--- config.mk ---
export PLATFORM = sky130hd
export DESIGN_NAME = display_extension_regs
export DESIGN_NICKNAME = d
export VERILOG_FILES = /design/src/design/ext_pkg.sv /design/src/design/display_extension_regs.sv /design/src/design/line_counter.sv /design/src/design/rom_page_map.sv
export VERILOG_INCLUDE_DIRS = /design/src /design/src/design
export SDC_FILE = /design/constraint.sdc
export NUM_CORES = 1
export LEC_CHECK = 0
export ABC_AREA = 1
export BUFFER_PORTS_ARGS = -buffer_cell sky130_fd_sc_hd__buf_2
export CELL_PAD_IN_SITES_DETAIL_PLACEMENT = 1
export CELL_PAD_IN_SITES_GLOBAL_PLACEMENT = 1
export CORE_ASPECT_RATIO = 1.75
export CORE_MARGIN = 2
export CORE_UTILIZATION = 40
export CTS_BUF_LIST = sky130_fd_sc_hd__clkbuf_2
export CTS_CLUSTER_SIZE = 8
export DETAILED_ROUTE_END_ITERATION = 8
export PLACE_DENSITY = 0.9
export SLEW_MARGIN = 25
export SYNTH_ARGS = -nofsm -noshare
export SYNTH_HDL_FRONTEND = slang
export SYNTH_HIERARCHICAL = 1
export SYNTH_SLANG_ARGS = --single-unit
--- constraint.sdc ---
create_clock -name CLK -period 1.99 [get_ports CLK]
set_input_delay 0.2985 -clock CLK [delete_from_list [all_inputs] [get_ports CLK]]
set_output_delay 0.2985 -clock CLK [all_outputs]
set_load 0.005 [all_outputs]
--- src/design/ext_defines.svh ---
// constants for the display extension register bank
`ifndef EXT_DEFINES_SVH
`define EXT_DEFINES_SVH
`define PORT_ISR0         10'h3C2
`define PORT_SEQ_IDX      10'h3C4
`define PORT_SEQ_DAT      10'h3C5
`define PORT_CRTC_IDX_M   10'h3B4
`define PORT_CRTC_DAT_M   10'h3B5
`define PORT_CRTC_IDX_C   10'h3D4
`define PORT_CRTC_DAT_C   10'h3D5
`define SEQ_RESET_IDX     8'h00
`define PANEL_IDX         8'h8A
`define PRESET_IDX        8'h8B
`define START_HI_IDX      8'h8C
`define START_LO_IDX      8'h8D
`define GFX_REV_IDX       8'h8E
`define SEQ_REV_IDX       8'h8F
`define VRS_SHADOW_IDX    8'h90
`define VRE_SHADOW_IDX    8'h91
`define CRTC_VTOTAL_IDX   8'h06
`define CRTC_OVF_IDX      8'h07
`define CRTC_VRS_IDX      8'h10
`define CRTC_VRE_IDX      8'h11
`define CRTC_LCMP_IDX     8'h18
`define SYNC_RST_BIT      1
`define PS_BIT            7
`define EIGHT_DOT_BIT     6
`define HALVE_BIT         4
`define XTAL_BIT          3
`define IRQ_EN_N_BIT      5
`define IRQ_CLR_N_BIT     4
`define COMPAT_BIT        6
`define OVF_VT8_BIT       0
`define OVF_VRS8_BIT      2
`define OVF_LC8_BIT       4
`define OVF_VT9_BIT       5
`define ISR0_IRQ_BIT      7
`define ROM_TOP_PAGE      2'h3
`define PANEL_RST         8'h03
`define SYNC_CTL_RST      8'h03
`define VRE_RST           8'h20
`define VTOTAL_RST        8'hFF
`define ZERO_RST          8'h00
`endif

--- src/design/ext_pkg.sv ---
// types shared by the display extension register bank
package ext_pkg;
  typedef enum logic [0:0] {RT_IDLE = 1'h0, RT_ACTIVE = 1'h1} retrace_e;
  typedef struct packed {
    logic [7:0]  seq_idx;
    logic [7:0]  crtc_idx;
    logic [7:0]  sync_ctl;
    logic [7:0]  panel;
    logic [7:0]  preset;
    logic [7:0]  start_hi;
    logic [7:0]  start_lo;
    logic [7:0]  vrs;
    logic [7:0]  vre;
    logic [7:0]  ovf;
    logic [7:0]  vtotal;
    logic [7:0]  lcmp;
    logic [7:0]  rdata;
    logic        irq;
    retrace_e    rt;
    logic        vret;
    logic        load;
    logic [4:0]  row;
    logic [15:0] split;
    logic [5:0]  ctl;
  } regs_s;
  typedef struct packed {
    logic [9:0] cnt;
    logic [9:0] eff;
    logic       start;
  } line_s;
  typedef struct packed {
    logic [15:0] addr;
    logic        paged;
  } rom_s;
endpackage

--- src/design/display_extension_regs.sv ---
// display extension registers behind the sequencer and crtc ports
`timescale 1ns/1ps
`include "ext_defines.svh"
// How it works
// power save disables video data paths; memory gets refresh cycles only
// power save stops gray and half-frame clocks and gates data path clock
// force-eight-dots runs nine-dot text modes with eight dots
// clock-halve bit divides selected external clock by two
// crystal-drive bit turns clock input pins into crystal drive outputs
// bios reads of the top 8K take the three page bits on top
// rom page field resets to 011, the top page
// line compare match loads row scan counter from split preset
// split preset and start clear on reset or sync reset bit zero
// split start is a 16-bit address from high and low bytes
// two read-only revision registers ignore writes
// retrace start is a nine-bit line, ninth bit from overflow register
// retrace start write-only at crtc 10, readable at extension 90
// retrace end write-only at crtc 11, readable at extension 91
// retrace registers act only in the vga adapter state
// interrupt enabled while enable bit is zero; resets disabled
// clear bit at zero clears the pending interrupt; resets zero
// retrace ends when counter low four bits equal end field
// software programs end as low bits of start plus width
// compatibility test bit forces line counter bits 7-8 high
// top test bit of retrace end is ignored
// line counter clears at vertical total
// interrupt latches at retrace start and holds until cleared
module display_extension_regs #(
  parameter logic [7:0] GFX_REV_CODE = 8'h5A, // arbitrary value
  parameter logic [7:0] SEQ_REV_CODE = 8'h3C  // arbitrary value
) (
  input  wire logic        CLK,
  input  wire logic        RESET,
  input  wire logic [9:0]  IO_ADDR,
  input  wire logic        IO_WR,
  input  wire logic        IO_RD,
  input  wire logic [7:0]  IO_WDATA,
  output logic      [7:0]  IO_RDATA,
  input  wire logic [7:0]  PEN_ADDR_HIGH,
  input  wire logic [7:0]  PEN_ADDR_LOW,
  input  wire logic        LINE_TICK,
  input  wire logic        ADAPTER_VGA,
  input  wire logic        BIOS_RD,
  input  wire logic [14:0] BIOS_ADDR,
  output logic      [15:0] ROM_ADDR,
  output logic             ROM_PAGED,
  output logic             GRAY_CLK_EN,
  output logic             HFB_CLK_EN,
  output logic             DATAPATH_CLK_EN,
  output logic             REFRESH_ONLY,
  output logic             EIGHT_DOT_TEXT,
  output logic             CLK_HALVE,
  output logic             XTAL_PIN_OE,
  output logic             ROW_PRESET_LOAD,
  output logic      [4:0]  ROW_PRESET,
  output logic      [15:0] SPLIT_START,
  output logic             VRETRACE,
  output logic      [9:0]  VLINE,
  output logic             VERTICAL_INTERRUPT_OUT
);
  ext_pkg::regs_s q;
  ext_pkg::regs_s n;
  logic [9:0] line;
  logic       line_start;
  logic [9:0] vtotal_full;
  logic       rs_hit;
  logic       re_hit;
  logic       lc_hit;
  logic       irq_set;

  // ovf and compare bits combine into the wide timing values
  assign vtotal_full = {q.ovf[`OVF_VT9_BIT], q.ovf[`OVF_VT8_BIT], q.vtotal};
  assign rs_hit = line_start && ADAPTER_VGA
                  && line[8:0] == {q.ovf[`OVF_VRS8_BIT], q.vrs};
  assign re_hit = line_start && line[3:0] == q.vre[3:0];
  assign lc_hit = line_start && line[8:0] == {q.ovf[`OVF_LC8_BIT], q.lcmp};
  assign irq_set = rs_hit && q.rt == ext_pkg::RT_IDLE
                   && !q.vre[`IRQ_EN_N_BIT];

  line_counter u_line (
    .clk          (CLK),
    .reset        (RESET),
    .line_tick    (LINE_TICK),
    .vtotal       (vtotal_full),
    .compat_force (q.vre[`COMPAT_BIT]),
    .line         (line),
    .line_start   (line_start)
  );

  rom_page_map u_rom (
    .clk      (CLK),
    .reset    (RESET),
    .bios_rd  (BIOS_RD),
    .bus_addr (BIOS_ADDR),
    .page     (q.panel[2:0]),
    .rom_addr (ROM_ADDR),
    .paged    (ROM_PAGED)
  );

  function automatic logic [7:0] read_value(input ext_pkg::regs_s r,
                                            input logic [9:0] a);
    read_value = 8'h00;
    case (a)
      `PORT_ISR0: read_value = {r.irq, 7'h00};
      `PORT_SEQ_IDX: read_value = r.seq_idx;
      `PORT_CRTC_IDX_M, `PORT_CRTC_IDX_C: read_value = r.crtc_idx;
      `PORT_SEQ_DAT: begin
        case (r.seq_idx)
          `SEQ_RESET_IDX: read_value = r.sync_ctl;
          `PANEL_IDX: read_value = r.panel;
          `PRESET_IDX: read_value = r.preset;
          `START_HI_IDX: read_value = r.start_hi;
          `START_LO_IDX: read_value = r.start_lo;
          `GFX_REV_IDX: read_value = GFX_REV_CODE;
          `SEQ_REV_IDX: read_value = SEQ_REV_CODE;
          `VRS_SHADOW_IDX: read_value = r.vrs;
          `VRE_SHADOW_IDX: read_value = r.vre;
          default: read_value = 8'h00;
        endcase
      end
      `PORT_CRTC_DAT_M, `PORT_CRTC_DAT_C: begin
        case (r.crtc_idx)
          `CRTC_VTOTAL_IDX: read_value = r.vtotal;
          `CRTC_OVF_IDX: read_value = r.ovf;
          `CRTC_VRS_IDX: read_value = PEN_ADDR_HIGH;
          `CRTC_VRE_IDX: read_value = PEN_ADDR_LOW;
          `CRTC_LCMP_IDX: read_value = r.lcmp;
          default: read_value = 8'h00;
        endcase
      end
      default: read_value = 8'h00;
    endcase
  endfunction

  always_comb begin
    n = q;
    n.load = 1'h0;
    if (IO_WR) begin
      case (IO_ADDR)
        `PORT_SEQ_IDX: n.seq_idx = IO_WDATA;
        `PORT_CRTC_IDX_M, `PORT_CRTC_IDX_C: n.crtc_idx = IO_WDATA;
        `PORT_SEQ_DAT: begin
          case (q.seq_idx)
            `SEQ_RESET_IDX: n.sync_ctl = IO_WDATA;
            `PANEL_IDX: n.panel = IO_WDATA;
            `PRESET_IDX: n.preset = {3'h0, IO_WDATA[4:0]};
            `START_HI_IDX: n.start_hi = IO_WDATA;
            `START_LO_IDX: n.start_lo = IO_WDATA;
            `VRS_SHADOW_IDX: n.vrs = IO_WDATA;
            `VRE_SHADOW_IDX: n.vre = IO_WDATA;
            default: n.seq_idx = q.seq_idx; // revision codes ignore writes
          endcase
        end
        `PORT_CRTC_DAT_M, `PORT_CRTC_DAT_C: begin
          case (q.crtc_idx)
            `CRTC_VTOTAL_IDX: n.vtotal = IO_WDATA;
            `CRTC_OVF_IDX: n.ovf = IO_WDATA;
            `CRTC_VRS_IDX: n.vrs = IO_WDATA;
            `CRTC_VRE_IDX: n.vre = IO_WDATA;
            `CRTC_LCMP_IDX: n.lcmp = IO_WDATA;
            default: n.crtc_idx = q.crtc_idx;
          endcase
        end
        default: n.rdata = q.rdata;
      endcase
    end
    // sync reset wins over a same-cycle write to the split registers
    if (!n.sync_ctl[`SYNC_RST_BIT]) begin
      n.preset   = `ZERO_RST;
      n.start_hi = `ZERO_RST;
      n.start_lo = `ZERO_RST;
    end
    if (IO_RD) begin
      n.rdata = read_value(q, IO_ADDR);
    end
    // retrace only starts in vga state; leaving the state ends it
    case (q.rt)
      ext_pkg::RT_IDLE: begin
        if (rs_hit) begin
          n.rt = ext_pkg::RT_ACTIVE;
        end
      end
      ext_pkg::RT_ACTIVE: begin
        if (re_hit || !ADAPTER_VGA) begin
          n.rt = ext_pkg::RT_IDLE;
        end
      end
      default: n.rt = ext_pkg::RT_IDLE;
    endcase
    n.vret = n.rt == ext_pkg::RT_ACTIVE;
    // set wins over a clear held in the same cycle
    n.irq = irq_set || (q.irq && n.vre[`IRQ_CLR_N_BIT]);
    n.load = lc_hit;
    n.row = n.preset[4:0];
    n.split = {n.start_hi, n.start_lo};
    // bit 7 of retrace end is never read here
    n.ctl = {~n.panel[`PS_BIT], n.panel[`PS_BIT], n.panel[`EIGHT_DOT_BIT],
             n.panel[`HALVE_BIT], n.panel[`XTAL_BIT], 1'h0};
  end

  always_ff @(posedge CLK) begin
    if (RESET) begin
      q          <= '0;
      q.sync_ctl <= `SYNC_CTL_RST;
      q.panel    <= `PANEL_RST;
      q.vre      <= `VRE_RST;
      q.vtotal   <= `VTOTAL_RST;
      q.ctl      <= 6'h20;
      q.rt       <= ext_pkg::RT_IDLE;
    end else begin
      q <= n;
    end
  end

  // gray, half-frame and data path clock enables all drop together in power save
  assign GRAY_CLK_EN            = q.ctl[5];
  assign HFB_CLK_EN             = q.ctl[5];
  assign DATAPATH_CLK_EN        = q.ctl[5];
  assign REFRESH_ONLY           = q.ctl[4];
  assign EIGHT_DOT_TEXT         = q.ctl[3];
  assign CLK_HALVE              = q.ctl[2];
  assign XTAL_PIN_OE            = q.ctl[1];
  assign IO_RDATA               = q.rdata;
  assign ROW_PRESET_LOAD        = q.load;
  assign ROW_PRESET             = q.row;
  assign SPLIT_START            = q.split;
  assign VRETRACE               = q.vret;
  assign VLINE                  = line;
  assign VERTICAL_INTERRUPT_OUT = q.irq;
endmodule // display_extension_regs

--- src/design/line_counter.sv ---
// vertical scan line counter with compatibility forcing
`timescale 1ns/1ps
`include "ext_defines.svh"
module line_counter (
  input  wire logic       clk,
  input  wire logic       reset,
  input  wire logic       line_tick,
  input  wire logic [9:0] vtotal,
  input  wire logic       compat_force,
  output logic      [9:0] line,
  output logic            line_start
);
  ext_pkg::line_s q;
  ext_pkg::line_s n;

  always_comb begin
    n = q;
    n.start = line_tick;
    if (line_tick) begin
      n.cnt = (q.cnt == vtotal) ? 10'h000 : q.cnt + 10'h001;
    end
    n.eff = n.cnt;
    if (compat_force) begin
      n.eff[8:7] = 2'h3;
    end
  end

  always_ff @(posedge clk) begin
    if (reset) begin
      q <= '0;
    end else begin
      q <= n;
    end
  end

  assign line       = q.eff;
  assign line_start = q.start;
endmodule // line_counter

--- src/design/rom_page_map.sv ---
// bios rom address paging for the top 8K of the segment
`timescale 1ns/1ps
`include "ext_defines.svh"
module rom_page_map (
  input  wire logic        clk,
  input  wire logic        reset,
  input  wire logic        bios_rd,
  input  wire logic [14:0] bus_addr,
  input  wire logic [2:0]  page,
  output logic      [15:0] rom_addr,
  output logic             paged
);
  ext_pkg::rom_s q;
  ext_pkg::rom_s n;

  always_comb begin
    n.paged = bios_rd && bus_addr[14:13] == `ROM_TOP_PAGE;
    n.addr  = n.paged ? {page, bus_addr[12:0]} : {1'h0, bus_addr};
  end

  always_ff @(posedge clk) begin
    if (reset) begin
      q <= '0;
    end else begin
      q <= n;
    end
  end

  assign rom_addr = q.addr;
  assign paged    = q.paged;
endmodule // rom_page_map

==> impl_results.md <==
* Worst-path cell chain: buf_2
* Static leakage power at around 0.0040 uW
* Detailed Routing Iterations Pass 1 at 5
* Reg clk slew, reported paths at ~230 ps
* Commonest cells post-synth: 224 x nand2_1, 135 x dfxtp_1, 111 x inv_1
* Fillers at between 2,000 and 2,500
* CP Launch Type: flop
* Chip Height at between 150 and 200 um
* Dpl hpwl at 19,700 um
* Final #Nets at 1,221
* Max clock buf depth at 2
* Worst-case vdd ir drop at 0.314 mV
* Worst hold path depth at 2
* Syn. warnings at 6
* Top Ports at approximately 120
* Die Area at between 15,000 and 20,000 um2
* R2R cell count at 10
* Row count at 64
* Layout cells sized above 1 at 0.213
* R2R setup slack at between 100 and 150 ps
* Final min period at about 1900 ps
* Hold/Removal Path Class: input port to flop
* Hold Path Origin: RESET
* DRC errors left at 0
* Status: complete, no violations
* Period utilisation layout at 0.950
* Max H-tree Level at 4
* Antenna-violating nets left at 0
* Slew margin rel. at 0.635
* Dpl cells at between 1,000 and 1,500
* Worst-Margin Slew at roughly 550 ps
* Top_reg_cell synth: dfxtp_1
* Wirelength per Cell at ~19 um
* CP delay by family, top: flip-flops
* Starting density of the core at 0.409
* Grt total ovfl at 0
* Pwr Density at between 500 and 600 nW/um2
* Final non-filler cell total at between 1,000 and 1,500
* First-pass GRT wire length at approximately 40,000 um
* Post-place setup slack at between 2 and 2.5 ps
* CP Depth at 1
* Area delta synth->final at 19.7%
* Via Count at 7,675
* Syn nets at between 1,000 and 1,500
* RSZ-0062 raised after global routing: true
* CTS buffer count at 17
* Clk sinks at 135
* Post-Synthesis Cells at approximately 1,000
* Max Clock Skew at around 54 ps
* Max-slew violations at 0
* Total GRT Usage at 0.276
* Clk_lat worst skew at 730 ps
* CP arrival at ~1600 ps
* Initial antenna violation count at 1
* Post-synth top area share at 0.377
* Post-synth top area cell: dfxtp_1
* Most frequent cell after synthesis: nand2_1
* Die X at about 110 um
* Vias in the first global route at about 7,800
* Register Area at 2700 um2
* Area of the multi-input gates at roughly 3600 um2
* Final hold vios at 0
* EDFF count, synth at 0
* Fin util at 0.490
* Final setup fails at 0
* Worst Path Buf+Inv at 1
* Crit. End Element: primary output
* Syn avg cell area at around 7 um2
* Largest cells by area after synthesis: dfxtp_1 38%, nand2_1 12%, nand3_1 7.1%, inv_1 5.8%, o21ai_0 5.4%
* WL final at ~27,000 um
* Final Worst Setup Slack at 100 ps
* Post-synth cell types at 41
* CTS tree: done
* R2R Path End: q[64]
* Ys async rst share at 0
* Max frequency at approximately 530 MHz
* Delay of the slowest cell on the worst path at ~690 ps
* Port Buf Inserts at roughly 120
* Critical Path Fanout Max at 9
* Critical path's slowest cell: dfxtp_1
* Post-synthesis sequential area ratio at 0.377
* Worst hold endpoint: REFRESH_ONLY
* Vias per cell at between 5 and 6
* CP Class: flop to primary output
* Core area at about 18,000 um2
* Synth Cell Area at just over 7000 um2
* Reg-to-reg startpoint: q[128]
* Clk root buf: clkbuf_2
* CP Data Required Time at between 1500 and 2000 ps
* Max-capacitance violation count at 0
* RePlAce Congestion at 1.02
* DR iter-0 viols at 339
* Total Neg Setup Slack at 0 ps
* Yosys reg bits at 135
* Pin count of the biggest net entering global routing at 66
==> worst max path at each step <==
stage	start	endpoint	slack, ps
2_1_floorplan	IO_ADDR[2]	q[112]	430
3_3_place_gp	IO_ADDR[3]	IO_RDATA[4]	100
3_5_place_dp	IO_ADDR[2]	IO_RDATA[4]	2
4_1_cts	q[133]	q[72]	1
5_1_grt	q[132]	IO_RDATA[5]	-4
6_report	u_line/q[14]	VLINE[3]	100
==> metal layers <==
layer,global-route usage,wire length (um)
met5,0,0
met4,0.201,2130
met1,0.260,9350
met3,0.0501,1190
met2,0.520,14400
==> cell usage in the layout (no fill, tap or decap), drive strengths merged, types with 2 or more instances in the layout <==
cell	n
a21oi	94
a221oi	2
buf	147
bufinv	3
clkbuf	18
clkinv	4
clkinvlp	3
dfxtp	135
dlygate4sd3	42
inv	120
nand2	228
nand3	106
nand3b	2
nand4	24
nor2	111
nor3	7
nor3b	2
nor4	3
o211ai	11
o21ai	81
o22ai	4
or2	2
xnor2	10
xor2	12
==> cell type report <==
class                   instances  share of cell area
multi-input cells             704               0.419
diodes                          1            0.000291
clock buffers                  17             0.00991
clock inverters                14              0.0202
inverters                     116              0.0507
well taps                     231              0.0336
repair buffers                190               0.152
flip-flops and latches        135               0.315
==> where the power goes <==
group / switching [uW] / internal (uW) / total, uW
registers: 20.6 / 2740 / 2760
logic: 244 / 166 / 410
clock network: 1140 / 706 / 1850
==> timing repair <==
action,CTS,global route
hold buffers,42,0
setup buffers,0,1
resized for setup,0,18
hold endpoints to repair,71,0
endpoints found under the setup margin,0,32
==> state kept, by name, indices dropped and copies added, names as in the netlist <==
signal                  count
u_line/line                 2
VERTICAL_INTERRUPT_OUT      1
SPLIT_START                 1
IO_RDATA                    8
ROW_PRESET_LOAD             1
REFRESH_ONLY                1
q                          91
u_rom/paged                 1
VRETRACE                    1
u_line/q                   10
u_line/line_start           1
DATAPATH_CLK_EN             1
u_rom/rom_addr             16
==> through the flow <==
stage                     power (uW)  instance area, um2  hold slack, ps
after floorplan                 2970                7180             370
after global placement          3140                7820             451
after detailed placement        3150                7820             462
after CTS                       5030                8490            60.3
after global routing            5210                8590            38.6
final                           5020                8590            96.0
==> cells by family (layout without fill, tap and decap cells) <==
kind of cell	after synthesis	in the layout	synth area share
other	0	1	0
DFF	135	135	0.377
xor gates and xnor gates	22	22	0.0268
buffers and inverters	190	337	0.130
AOI/OAI and AO/OA	194	194	0.155
and+or+nand+nor	486	487	0.310
adders and majority gates	1	1	0.00174
Power figures use the tool's default switching activity.
